**src/hdl/dual_capture_pkg.sv**
```systemverilog
package dual_capture_pkg;
    // Register offsets (byte addresses, one word each)
    localparam logic [7:0] CTRL_OFFSET = 8'h00;
    localparam logic [7:0] STATUS_OFFSET = 8'h04;
    localparam logic [7:0] MASK_OFFSET = 8'h08;
    localparam logic [7:0] EVEN_VALUE_OFFSET = 8'h0c;
    localparam logic [7:0] ODD_VALUE_OFFSET = 8'h10;
    localparam logic [7:0] COUNT_OFFSET = 8'h14;
    // Control field positions
    localparam int ENH_POS = 0;
    localparam int DCE_POS = 1;
    localparam int ARM_POS = 2;
    localparam int MODE_POS = 3;
    localparam int EVEN_SEL_POS = 4;
    localparam int ODD_SEL_POS = 6;
    // Status and mask field positions
    localparam int EVEN_FLAG_POS = 0;
    localparam int ODD_FLAG_POS = 1;
    // Edge select codes
    localparam logic [1:0] SEL_RISE = 2'h1;
    localparam logic [1:0] SEL_FALL = 2'h2;
    // Reset values
    localparam logic [7:0] CTRL_RESET = 8'h00;
    localparam logic [1:0] FLAGS_RESET = 2'h0;
    localparam logic [1:0] MASK_RESET = 2'h0;

    // Control register layout, msb first
    typedef struct packed {
        logic [1:0] odd_edge_select;
        logic [1:0] even_edge_select;
        logic even_mode_select_a;
        logic capture_arm;
        logic dual_capture_enable;
        logic enhanced_features_enable;
    } ctrl_t;

    // Channel pair flags or enables
    typedef struct packed {
        logic odd;
        logic even;
    } pair_t;
endpackage

```
**src/hdl/dual_edge_capture_measure.sv**
```systemverilog
// Chosen here: the register addresses and the strobed register port.
`timescale 1ns/1ps
// Contract
// (RULE1) Enhanced, dual-capture, mode-A set: continuous mode
// (RULE2) Continuous: repeat pairs; even initial, odd final
// (RULE3) Software clears flags, then arms capture
// (RULE4) Odd flag set: registers hold newest pair
// (RULE5) Odd-only clear; re-set on next pair
// (RULE6) New series: software clears both flags
// (RULE7) Rise then fall: positive pulse width
// (RULE8) Fall then rise: negative pulse width
// (RULE9) Both rising: rising edge period
// (RULE10) Both falling: falling edge period
// (RULE11) One-shot: even first, odd second, disarm
// (RULE12) Continuous armed: even each first, odd second
// (RULE13) Software keeps dual-capture enable set
// (RULE14) Only even input sampled; odd ignored
// (RULE15) Odd flag needs even flag; interrupts enabled
// (RULE16) Even edge buffers count; moves at odd
// (RULE17) Odd buffer moves on even register read
// (RULE18) Flag clears never disturb running captures
module dual_edge_capture_measure #(
    parameter int CNT_W = 16,
    parameter int ADDR_W = 8
) (
    // Clock and reset
    input wire logic ref_clk,
    input wire logic reset,
    // Register port
    input wire logic [ADDR_W-1:0] addr,
    input wire logic [31:0] wr_data,
    input wire logic wr_en,
    input wire logic rd_en,
    output logic [31:0] rd_data,
    // Timer counter and measured input
    input wire logic [CNT_W-1:0] timer_count,
    input wire logic even_in,
    // Interrupt
    output logic irq
);
    import dual_capture_pkg::*;

    // Register state
    ctrl_t ctrl, next_ctrl;
    pair_t flags, next_flags;
    pair_t mask, next_mask;
    logic [CNT_W-1:0] even_buf, next_even_buf;     // Latest initial-edge capture
    logic [CNT_W-1:0] odd_buf, next_odd_buf;       // Latest final-edge capture
    logic [CNT_W-1:0] even_value, next_even_value; // Readable even register
    logic [CNT_W-1:0] odd_value, next_odd_value;   // Readable odd register
    logic in_prev;                                 // Previous input sample
    logic [31:0] next_rd_data;
    logic next_irq;

    // Decoded strobes and events
    logic wr_ctrl, wr_status, wr_mask, rd_even;
    logic rise, fall, active, even_hit, odd_hit;

    // Address decode; only the low byte of the address carries offsets
    // Upper address bits are not decoded, so the map repeats above 0xff
    assign wr_ctrl = wr_en && (addr[7:0] == CTRL_OFFSET);
    assign wr_status = wr_en && (addr[7:0] == STATUS_OFFSET);
    assign wr_mask = wr_en && (addr[7:0] == MASK_OFFSET);
    assign rd_even = rd_en && (addr[7:0] == EVEN_VALUE_OFFSET);

    // Edge detection on the even input only; no odd input exists
    // The pin is taken as synchronous; an async source must be staged upstream
    // (RULE14) even input only
    assign rise = even_in && !in_prev;
    assign fall = !even_in && in_prev;

    // Captures run only with the mode enabled and armed
    // Arm alone is not enough: software may leave it set while dropping the mode
    // (RULE1) mode enable gate
    assign active = ctrl.enhanced_features_enable && ctrl.dual_capture_enable
        && ctrl.capture_arm;

    // Selected edges; codes 00 and 11 match nothing
    // Period mode: one edge is both the final edge and the next initial edge
    // (RULE7) polarity by edge codes
    // (RULE8) polarity by edge codes
    // (RULE9) same edge gives period
    // (RULE10) same edge gives period
    assign even_hit = active && ((ctrl.even_edge_select == SEL_RISE && rise)
        || (ctrl.even_edge_select == SEL_FALL && fall));
    // (RULE15) odd waits for even flag
    assign odd_hit = active && flags.even
        && ((ctrl.odd_edge_select == SEL_RISE && rise)
        || (ctrl.odd_edge_select == SEL_FALL && fall));

    // Next-state logic for control, flags and capture storage
    always_comb begin
        next_ctrl = ctrl;
        next_mask = mask;
        next_flags = flags;
        next_even_buf = even_buf;
        next_odd_buf = odd_buf;
        next_even_value = even_value;
        next_odd_value = odd_value;
        // Control write first, so the one-shot disarm further down beats it
        if (wr_ctrl) begin
            next_ctrl = ctrl_t'(wr_data[7:0]);
        end
        // Mask write; the interrupt follows it from the next cycle on
        if (wr_mask) begin
            next_mask = pair_t'(wr_data[1:0]);
        end
        // Write one to clear; capture sets below win over it
        // (RULE18) clear leaves captures alone
        if (wr_status) begin
            next_flags = pair_t'(flags & ~wr_data[1:0]);
        end
        // (RULE16) buffer on initial edge
        if (even_hit) begin
            next_even_buf = timer_count;
            next_flags.even = 1'b1;
        end
        // (RULE12) odd set per pair
        if (odd_hit) begin
            // (RULE16) buffer moves at final edge
            next_even_value = even_buf;
            next_odd_buf = timer_count;
            // (RULE5) odd flag set again
            next_flags.odd = 1'b1;
            // (RULE11) one-shot disarms itself
            if (!ctrl.even_mode_select_a) begin
                next_ctrl.capture_arm = 1'b0;
            end
            // (RULE2) continuous stays armed
        end
        // Reading the even register releases the matching odd value
        // (RULE17) coherent read transfer
        if (rd_even) begin
            next_odd_value = odd_buf;
        end
    end

    // Read data mux and interrupt; unmapped reads return zero
    // Registered read data costs a cycle but keeps the output glitch free
    always_comb begin
        next_rd_data = 32'h0;
        if (rd_en) begin
            case (addr[7:0])
                CTRL_OFFSET: next_rd_data = {24'h0, ctrl};
                STATUS_OFFSET: next_rd_data = {30'h0, flags};
                MASK_OFFSET: next_rd_data = {30'h0, mask};
                // (RULE4) values stay readable
                EVEN_VALUE_OFFSET: next_rd_data = 32'(even_value);
                ODD_VALUE_OFFSET: next_rd_data = 32'(odd_value);
                COUNT_OFFSET: next_rd_data = 32'(timer_count);
                default: next_rd_data = 32'h0;
            endcase
        end
        // Built from next values so the interrupt tracks the flags cycle for cycle
        // (RULE15) flag raises enabled interrupt
        next_irq = |(next_flags & next_mask);
    end

    // State registers
    // Synchronous reset; every output comes straight from a flop
    // Values are cleared so no stale capture reads back after reset
    always_ff @(posedge ref_clk) begin
        if (reset) begin
            ctrl <= ctrl_t'(CTRL_RESET);
            flags <= pair_t'(FLAGS_RESET);
            mask <= pair_t'(MASK_RESET);
            even_buf <= '0;
            odd_buf <= '0;
            even_value <= '0;
            odd_value <= '0;
            in_prev <= 1'b0;
            rd_data <= 32'h0;
            irq <= 1'b0;
        end else begin
            ctrl <= next_ctrl;
            flags <= next_flags;
            mask <= next_mask;
            even_buf <= next_even_buf;
            odd_buf <= next_odd_buf;
            even_value <= next_even_value;
            odd_value <= next_odd_value;
            in_prev <= even_in;
            rd_data <= next_rd_data;
            irq <= next_irq;
        end
    end
endmodule // dual_edge_capture_measure

```
**config.mk**
```make
export PLATFORM = sky130hd
export DESIGN_NAME = dual_edge_capture_measure
export DESIGN_NICKNAME = d
export VERILOG_FILES = /design/src/hdl/dual_capture_pkg.sv /design/src/hdl/dual_edge_capture_measure.sv
export SDC_FILE = /design/constraint.sdc
export NUM_CORES = 1
export LEC_CHECK = 0
export BUFFER_PORTS_ARGS = -buffer_cell sky130_fd_sc_hd__buf_2
export CAP_MARGIN = 0
export CORE_MARGIN = 2
export CORE_UTILIZATION = 55
export CTS_BUF_LIST = sky130_fd_sc_hd__clkbuf_8
export CTS_CLUSTER_SIZE = 40
export DETAILED_ROUTE_END_ITERATION = 12
export PLACE_DENSITY = 0.8
export SYNTH_ARGS = -nofsm -noshare
export SYNTH_HDL_FRONTEND = slang
export SYNTH_SLANG_ARGS = --single-unit
```
**constraint.sdc**
```tcl
create_clock -name ref_clk -period 4.1 [get_ports ref_clk]
set_clock_uncertainty 0.2 [all_clocks]
set_input_delay 0.615 -clock ref_clk [delete_from_list [all_inputs] [get_ports ref_clk]]
set_output_delay 0.615 -clock ref_clk [all_outputs]
set_load 0.05 [all_outputs]
```
# [Yosys cells after proc, flatten, opt, wreduce, memory -nomap -nowiden]
# Cells that the tools add are included.
[classes] eq_ne=9 muxes=8 n_bitwise=4 n_reduce_logical=22
[op_table] operator="$pmux W16 S6" n=1
[op_table] operator="$eq A8 B4 Y1 const B" n=2
[op_table] operator="$eq A8 B5 Y1 const B" n=2
[op_table] operator="$logic_and A1 B1 Y1" n=15
[op_table] operator="$eq A8 B3 Y1 const B" n=1
[op_table] operator="$logic_not A8 Y1" n=1
[op_table] operator="$and A2 B2 Y2" n=2
[op_table] operator="$eq A2 B1 Y1 const B" n=2
[op_table] operator="$eq A2 B2 Y1 const B" n=2
[op_table] operator="$mux W1" n=4
[op_table] operator="$mux W2" n=2
[op_table] operator="$reduce_or A2 Y1" n=2
[op_table] operator="$mux W3" n=1
[op_table] operator="$logic_not A1 Y1" n=2
[op_table] operator="$logic_or A1 B1 Y1" n=2
[op_table] operator="$not A2 Y2" n=1
[op_table] operator="$not A1 Y1" n=1
[totals] regBits=110 in_bits=61 out_inout_bits=33 word_cells=60

# [Depth between registers and ports, before layout]
# Gate-level depths: netlist of run 1.
[depth] word_depth=8 mapped_depth=6 mapped_depth_nobuf=4

# [Least setup slack after synthesis of run 1]
# No wires, ideal clock.
[synth_path] path_kind="input-to-reg" start="in addr[5]" end="reg odd_value[10]" setup_ns=0.132 t_arrival_ns=1.622 required_time_ns=3.768 path_slack_ns=2.146 cell_stages=5 path_buffers=1 cell_sequence="nor4_4 > nand4_1 > buf_2 > nand2_1 > a21oi_1"
[synth_between] elab_chain_len=2
[synth_lines] element="start: declaration" line="dual_edge_capture_measure.sv:30" text="input wire logic [ADDR_W-1:0] addr,"
[synth_lines] element="$eq A8 B4 Y1" line="dual_edge_capture_measure.sv:64" text="assign rd_even = rd_en && (addr[7:0] == EVEN_VALUE_OFFSET);"
[synth_lines] element="$logic_and A1 B1 Y1" line="dual_edge_capture_measure.sv:64"
[synth_lines] element="end signal: assignment" line="dual_edge_capture_measure.sv:181" text="odd_value <= next_odd_value;"
[synth_lines] element="end: declaration" line="dual_edge_capture_measure.sv:50" text="logic [CNT_W-1:0] odd_value, next_odd_value;"
# Every way passes these cells.
# A chain may end at the register's enable or synchronous reset.

# [Final worst setup path of run 1]
[layout_path] start="in addr[5]" end="reg odd_value[6]"
# Same word-level chain as after synthesis.

==> results.yml, run 1 <==
status:
  status: "finished, final reports clean"
detailed_routing:
  wl_um: 8605
  drt.antenna.violating_nets: 0
  drt_first_pass_iters: 8
  drt-vias-per-instance: 5.671
  wire_per_inst_um: 15.45
  vias: 3159
  drt-initial-drc-count: 260
  drc: 0
setup_path:
  worst_setup_path_start_kind: "input port"
  crit_arrival_ps: 2590
  cp_max_fo: 22
  crit_type: "in -> reg"
  worstSetupEndpointType: "flip-flop"
  cp.required_ps: 4200
grt:
  grt_pass1_vias: 2801
  grt_pass1_wl_um: 13740
  antenna_found_initial: 0
  overflow: 0
  grt_use_total_pct: 23.35
  grt_max_degree: 71
timing:
  period_needed_ps: 2487
  setup_tns_ps: 0
  hold_viol: 0
  drv_slew: 0
  period_share_pct: 60.66
  max_slew_margin_pct: 34.22
  whs_ps: 254.6
  fmax_ghz: 0.4021
  finalSetupViolCount: 0
  grt_setup_unrepaired: "no"
  tightest_slew_ps: 984.7
place:
  place_congestion: 0.8277
  io_buffers: 53
  dpl.hpwl_um: 5483
synth:
  syn_avg_cell_area_um2: 8.834
  synth_cells: 433
  ys_seq_elements: 94
  synth-seq-area-share_pct: 49.20
  ys.flop_type: "dfxtp_1"
  ys_warn_count: 0
  synth_area_mm2: 0.003825
  synth_cell_types: 33
  synth-edff-count: 0
  synth-async-reset-ratio_pct: 0
floorplanning:
  rows: 30
  io_pins: 94
  start_util_pct: 56.61
  fp.dieH_um: 87.40
  coreArea_mm2: 0.006756
  dieArea_mm2: 0.007638
  die_w_um: 87.40
final_layout:
  final_cell_mix: "dfxtp_1, nand2_1, a21oi_1"
  diodes: 0
  drive_gt1_share_pct: 20.13
  nNetsFinal: 533
  mostFrequentLayoutCell: "dfxtp_1"
  fill_cells: 595
  fin_util_pct: 62.83
  area.growth.synth_to_final_pct: 10.99
pwr:
  power.leakage_nw: 1.738
  total_power_mw: 1.695
  powerDensity_mw_per_mm2: 399.4
  ir_drop_v: 0.0002201
clock_network:
  cts_made_buffers: 9
  cts_tree: "yes"
  ctsHoldBuffers: 0
  cts_sinks: 94
  cts-resized-gates: 0
  post-cts-setup-buffers: 0
  clk_latency_ps: 370
  cts_buffer_depth: 2
  path_clk_slew_ps: 90
  root_buffer: "clkbuf_8"
  htree_levels: 3
worst_hold_path:
  worst_hold_path_type: "reg -> reg"
job:
  drv_cap: 0
==> cell type report <==
cell class                 instances  area (µm²)  share of cell area, %
clock buffer                      10       137.6                  3.242
sequential                        94        1882                  44.33
timing repair buffer              58       302.8                  7.132
multi-input combinational        308        1734                  40.85
inverter                           1       3.754                0.08842
tap                               80       100.1                  2.358
clock inverter                     6       85.08                  2.004
==> cells by family after synthesis <==
family / share of synthesized area (%)
flops: 49.20
mux: 10.50
buf+inv: 6.935
compound gates: 13.22
simple gates: 20.05
other cells: 0.09804
==> flip-flops by register name (all words and copies together), names as in the netlist, 2 cells and up <==
signal,count
odd_value,16
mask,2
flags,2
even_buf,16
even_value,16
odd_buf,16
rd_data,16
ctrl,8
==> cell usage after synthesis (2+ instances only) <==
| library cell | instances | area, µm² |
|---|---|---|
| buf_4 | 21 | 157.7 |
| a21oi_1 | 57 | 285.3 |
| a22o_1 | 2 | 17.52 |
| nor3_1 | 3 | 15.01 |
| clkbuf_1 | 13 | 48.80 |
| dfxtp_1 | 94 | 1882 |
| nand3_1 | 24 | 120.1 |
| buf_2 | 11 | 55.05 |
| nand2_1 | 88 | 330.3 |
| and4bb_2 | 2 | 25.02 |
| nor2_1 | 37 | 138.9 |
| nor4bb_1 | 2 | 20.02 |
| nand4_1 | 4 | 25.02 |
| mux2_2 | 17 | 191.4 |
| nand2b_1 | 2 | 12.51 |
| and3_1 | 4 | 25.02 |
| a222oi_1 | 6 | 60.06 |
| and2_1 | 2 | 12.51 |
| a22oi_1 | 9 | 67.56 |
| nor2b_1 | 2 | 12.51 |
| mux2i_1 | 21 | 210.2 |
==> per-stage QoR <==
stage               cell area (µm²)  std cells  setup slack (ps)
floorplan                      3881        448              2146
global placement               4023        541              1289
detailed placement             4023        541              1251
CTS                            4245        557              1616
global route                   4245        557              1445
finish                         4245        557              1613
==> critical path, stage by stage <==
cell     delay, ps
buf_2          120
nor4_4         480
and3_1         800
buf_4          310
nand3_1        100
a21oi_1        150
==> final timing paths <==
check                startpoint             to  slack, ps  cells after the start
setup / recovery        addr[5]   odd_value[6]       1610                      6
hold / removal    odd_value[11]  odd_value[11]        250                      2
setup reg to reg        ctrl[7]    odd_buf[13]       1990                      5
hold reg to reg   odd_value[11]  odd_value[11]        250                      2
==> report_power, final <==
group | switching [mW] | internal (mW) | total, mW
registers | 0.000571 | 0.913 | 0.913
logic | 0.0763 | 0.0263 | 0.103
clock network | 0.321 | 0.359 | 0.680
==> metal layers <==
| metal | track usage (%) | routed length (µm) |
|---|---|---|
| met1 | 32.52 | 3674 |
| met2 | 34.71 | 4116 |
| met3 | 5.308 | 668 |
| met4 | 10.07 | 146 |
| met5 | 0 | 0 |
(Power assumes the default switching activity.)
==> run 2, diff against run 1 <==
--- a/config.mk
+++ b/config.mk
@@ -8,11 +8,11 @@
 export BUFFER_PORTS_ARGS = -buffer_cell sky130_fd_sc_hd__buf_2
 export CAP_MARGIN = 0
 export CORE_MARGIN = 2
-export CORE_UTILIZATION = 55
+export CORE_UTILIZATION = 50
 export CTS_BUF_LIST = sky130_fd_sc_hd__clkbuf_8
 export CTS_CLUSTER_SIZE = 40
 export DETAILED_ROUTE_END_ITERATION = 12
-export PLACE_DENSITY = 0.8
+export PLACE_DENSITY = 0.77
 export SYNTH_ARGS = -nofsm -noshare
 export SYNTH_HDL_FRONTEND = slang
 export SYNTH_SLANG_ARGS = --single-unit
==> constraint.sdc (replaced) <==
create_clock -name ref_clk -period 2 [get_ports ref_clk]
set_clock_uncertainty 0.2 [all_clocks]
set_input_delay 0.3 -clock ref_clk [delete_from_list [all_inputs] [get_ports ref_clk]]
set_output_delay 0.3 -clock ref_clk [all_outputs]
set_load 0.05 [all_outputs]
==> run 2 against run 1 <==
Against the previous run: sequential share of layout area decreased by 1.5 points; register-to-register slack got worse by 1700 ps; total power increased by 98%; sequential power increased by 100%; first-iteration DRC count decreased by 0.77%; critical path type is now reg -> reg; critical endpoint is now even_buf[2].
==> results.yml, run 2 (synthesis gave the netlist of run 1 again) <==
status:
  status: "finished, final reports clean"
detailed_routing:
  wire_per_inst_um: 14.74
  drt.antenna.violating_nets: 0
  vias: 3145
  drt-vias-per-instance: 5.340
  met1_length_um: 3943
  drt_first_pass_iters: 5
  route.met2.wl_um: 4019
  drt-initial-drc-count: 258
  wl_um: 8681
  drc: 0
  wl_met3_um: 606
  highest_layer: "met4"
clock_network:
  cts_made_buffers: 9
  path_clk_slew_ps: 90
  clk_latency_ps: 350
  post-cts-setup-buffers: 0
  cts_tree: "yes"
  cts-resized-gates: 0
  htree_levels: 3
  cts_buffer_depth: 2
  root_buffer: "clkbuf_8"
  cts_sinks: 94
floorplanning:
  start_util_pct: 52.18
  fp.dieH_um: 91.47
  die_w_um: 91.47
  rows: 31
  io_pins: 94
  dieArea_mm2: 0.008366
  coreArea_mm2: 0.007331
job:
  drv_cap: 0
timing:
  max_slew_margin_pct: 30.91
  hold_viol: 0
  period_needed_ps: 1690
  period_share_pct: 84.49
  tightest_slew_ps: 1034
  grt_setup_unrepaired: "no"
  fmax_ghz: 0.5918
  finalSetupViolCount: 0
  whs_ps: 7.962
  setup_tns_ps: 0
  drv_slew: 0
place:
  io_buffers: 53
  place_congestion: 0.8418
  dp.cells: 570
  post_dp_cell_area_mm2: 0.004159
  dpl.hpwl_um: 5889
final_layout:
  area.growth.synth_to_final_pct: 14.98
  final_cell_mix: "dfxtp_1, nand2_1, a21oi_1"
  nNetsFinal: 547
  fin_area_mm2: 0.004398
  drive_gt1_share_pct: 21.43
  instances_no_fill: 589
  diodes: 0
  mostFrequentLayoutCell: "dfxtp_1"
setup_path:
  cp-endpoint: "even_buf[2]"
  crit_type: "reg -> reg"
  r2r_end: "even_buf[2]"
  cp_cell_sequence: "nor4bb_1 > o21ai_2 > buf_4 > mux2i_1 > nor2_1"
  ff2ff_setup_slack_ps: 310
  crit_arrival_ps: 1710
  cp_max_fo: 16
  r2r-start: "in_prev"
  crit_start: "in_prev"
  critical_path.slowest_cell: "nor4bb_1"
  max_stage_delay_ps: 390
  cp.required_ps: 2020
  r2r_cells: 5
  worst_setup_path_start_kind: "flip-flop"
  worstSetupEndpointType: "flip-flop"
grt:
  antenna_found_initial: 0
  overflow: 0
  grt_pass1_wl_um: 14190
  grt_pass1_vias: 2865
  grt_max_degree: 50
  grt_use_total_pct: 21.32
pwr:
  power.leakage_nw: 1.808
  powerDensity_mw_per_mm2: 762.1
  total_power_mw: 3.352
  ir_drop_v: 0.0003821
worst_hold_path:
  worst_hold_path_type: "in -> reg"
[run 2: stage by stage]
stage,setup slack (ps),utilization [%]
floorplan,360.6,-
global placement,60.67,56.73
detailed placement,-6.434,56.73
CTS,330.7,59.99
global route,164.4,59.99
finish,310.1,59.99
[run 2: where the power goes]
group          switching (mW)  total [mW]  internal [mW]
registers             0.00117        1.87           1.87
clock network           0.619        1.25          0.636
logic                   0.159       0.225         0.0666
total                   0.779        3.35           2.57
[run 2: worst max-delay path: cells and delay by family, from the launching register on]
kind	cells	cell delay, ps
buf+inv	1	250
flops	1	370
simple gates	2	440
compound gates	1	100
mux	1	180
[run 2: metal layers]
layer | up-vias | track usage [%]
met3 | 11 | 4.149
met1 | 1455 | 30.31
met4 | 0 | 7.197
met2 | 114 | 32.35
li1 | 1565 | -
met5 | - | 0
[run 2: layout make-up]
| class | instances | area [µm²] |
|---|---|---|
| fillers | 680 | 2933 |
| flip-flops and latches | 94 | 1882 |
| multi-input cells | 308 | 1734 |
| repair buffers | 72 | 455.4 |
| clock buffers | 11 | 151.4 |
| well taps | 99 | 123.9 |
| clock inverters | 4 | 47.55 |
| inverters | 1 | 3.754 |
[run 2: timing repair]
| item | CTS | global route |
|---|---|---|
| hold buffers | 4 | 0 |
| setup endpoints to repair | 0 | 0 |
| hold endpoints to repair | 4 | 0 |
[run 2: how the worst min path moves through the flow]
stage,start,end,cells after the start
2_1_floorplan,even_in,in_prev,1
3_3_place_gp,even_buf[13],even_value[13],2
3_5_place_dp,odd_value[8],odd_value[8],2
4_1_cts,timer_count[15],odd_buf[15],3
5_1_grt,wr_data[6],ctrl[6],3
6_report,wr_data[6],ctrl[6],3
==> run 3, diff against run 2 <==
--- a/config.mk
+++ b/config.mk
@@ -8,11 +8,11 @@
 export BUFFER_PORTS_ARGS = -buffer_cell sky130_fd_sc_hd__buf_2
 export CAP_MARGIN = 0
 export CORE_MARGIN = 2
-export CORE_UTILIZATION = 50
+export CORE_UTILIZATION = 55
 export CTS_BUF_LIST = sky130_fd_sc_hd__clkbuf_8
 export CTS_CLUSTER_SIZE = 40
 export DETAILED_ROUTE_END_ITERATION = 12
-export PLACE_DENSITY = 0.77
+export PLACE_DENSITY = 0.8
 export SYNTH_ARGS = -nofsm -noshare
 export SYNTH_HDL_FRONTEND = slang
 export SYNTH_SLANG_ARGS = --single-unit
==> constraint.sdc (replaced) <==
create_clock -name ref_clk -period 1.75 [get_ports ref_clk]
set_clock_uncertainty 0.2 [all_clocks]
set_input_delay 0.2625 -clock ref_clk [delete_from_list [all_inputs] [get_ports ref_clk]]
set_output_delay 0.2625 -clock ref_clk [all_outputs]
set_load 0.05 [all_outputs]
==> run 3 against run 2 <==
Against the previous run: cell area up 5.6%; non-clock buffer count up 25; count of clock-buffer cells in the layout down 2; combinational power up 33%; sequential share of layout area down 2.3 points; critical path depth unchanged; setup slack worse by 210 ps; register-to-register slack worse by 210 ps; clock power up 18%; first-iteration DRC count up 25%; hold slack better by 27 ps; flip-flop and latch count unchanged.
==> results.yml, run 3 (synthesis gave the netlist of run 1 again) <==
status:
  status: "finished, final reports clean"
clock_network:
  htree_levels: 3
  cts_sinks: 94
  cts-resized-gates: 0
  root_buffer: "clkbuf_8"
  path_clk_slew_ps: 90
  cts_tree: "yes"
  cts_made_buffers: 9
  clk_latency_ps: 360
  cts_buffer_depth: 2
detailed_routing:
  route.met2.wl_um: 4408
  wl_met3_um: 567
  drt-vias-per-instance: 5.589
  highest_layer: "met4"
  drt.antenna.violating_nets: 0
  drt-initial-drc-count: 322
  met1_length_um: 3883
  drc: 0
  wl_um: 8985
  wire_per_inst_um: 15.08
  vias: 3331
  drt_first_pass_iters: 7
place:
  io_buffers: 53
  dpl.hpwl_um: 5906
  dp.cells: 556
  post_dp_cell_area_mm2: 0.004198
  place_congestion: 0.8778
  post-place-ws_ps: -139.8
setup_path:
  crit_type: "reg -> reg"
  cp.required_ps: 1820
  worst_setup_path_start_kind: "flip-flop"
  r2r-start: "ctrl[4]"
  crit_start: "ctrl[4]"
  crit_arrival_ps: 1730
  cp_max_fo: 17
  worstSetupEndpointType: "flip-flop"
final_layout:
  fin_area_mm2: 0.004644
  final_cell_mix: "dfxtp_1, nand2_1, a21oi_1"
  mostFrequentLayoutCell: "dfxtp_1"
  fill_cells: 528
  area.growth.synth_to_final_pct: 21.43
  instances_no_fill: 596
  nNetsFinal: 572
  fin_util_pct: 68.74
  diodes: 0
  drive_gt1_share_pct: 21.71
grt:
  grt_use_total_pct: 24.72
  grt_pass1_wl_um: 14610
  grt_pass1_vias: 3065
  grt_max_degree: 64
  antenna_found_initial: 0
  overflow: 0
pwr:
  powerDensity_mw_per_mm2: 842.1
  switching_share_pct: 25.08
  power_frac_seq_pct: 54.7
  p_int_mw: 2.930
  pwr-share-comb_pct: 7.6
  ir_drop_v: 0.0005038
  switchingPower_mw: 0.9808
  power.leakage_nw: 1.923
  pwr-share-clk_pct: 37.6
timing:
  period_share_pct: 94.56
  period_needed_ps: 1655
  finalSetupViolCount: 0
  tightest_slew_ps: 641.9
  drv_slew: 0
  grt_setup_unrepaired: "no"
  fmax_ghz: 0.6043
  hold_viol: 0
  worst_slack_ps: 95.12
  max_slew_margin_pct: 57.21
floorplanning:
  rows: 30
  die_w_um: 87.40
  fp.dieH_um: 87.40
  io_pins: 94
  coreArea_mm2: 0.006756
  dieArea_mm2: 0.007638
  start_util_pct: 56.61
job:
  drv_cap: 0
worst_hold_path:
  worst_hold_path_type: "in -> reg"
  min_from: "wr_data[2]"
-- run 3: changes by cell type in the layout (fill, tap and decap cells not counted), sizes merged --
cell         before  now
clkinvlp          0    1
clkbuf           11    9
inv               2    3
clkinv            2    3
dlygate4sd3       4   24
buf              68   73
-- run 3: critical path: stages (launching register included) --
cell and delay (ps):
dfxtp_1 410, nor4bb_1 310, o21ai_2 130, buf_12 180, o21ba_2 220, o32ai_1 110
-- run 3: worst paths after layout --
path / to / slack, ps / depth (start not counted)
min reg2reg: even_value[9] / 250 / 2
max: irq / 100 / 5
min: ctrl[2] / 30 / 3
max reg2reg: irq / 100 / 5
-- run 3: area by class of cell --
class	instances	area, µm²	share of cell area (%)
multi-input combinational	308	1734	37.34
sequential	94	1882	40.52
clock buffer	9	123.9	2.667
timing repair buffer	97	718.2	15.46
tap	80	100.1	2.155
clock inverter	7	82.58	1.778
inverter	1	3.754	0.08082
-- run 3: metrics by stage --
stage | hold slack [ps] | power, mW | setup TNS [ps]
2_1_floorplan | 190.7 | 2.374 | 0
3_3_place_gp | 236.6 | 2.439 | -164.7
3_5_place_dp | 244.5 | 2.442 | -851.6
4_1_cts | 28.17 | 3.934 | 0
5_1_grt | 56.45 | 4.032 | 0
6_report | 34.49 | 3.911 | 0
-- run 3: power groups by stage --
stage / Combinational, mW / Sequential [mW] / Clock [mW]
global placement: 0.249 / 2.19 / 0
detailed placement: 0.252 / 2.19 / 0
CTS: 0.294 / 2.14 / 1.50
floorplan: 0.185 / 2.19 / 0
global route: 0.318 / 2.14 / 1.57
finish: 0.299 / 2.14 / 1.47
-- run 3: timing repair --
| item | 4_1_cts | 5_1_grt |
|---|---|---|
| hold buffers | 24 | 0 |
| hold endpoints to repair | 37 | 0 |
| setup buffers | 0 | 0 |
-- run 3: routing by layer --
metal / global-route usage (%) / vias up
li1: - / 1618
met4: 8.112 / 0
met3: 5.118 / 11
met2: 40.01 / 125
met1: 32.98 / 1577
met5: 0 / -
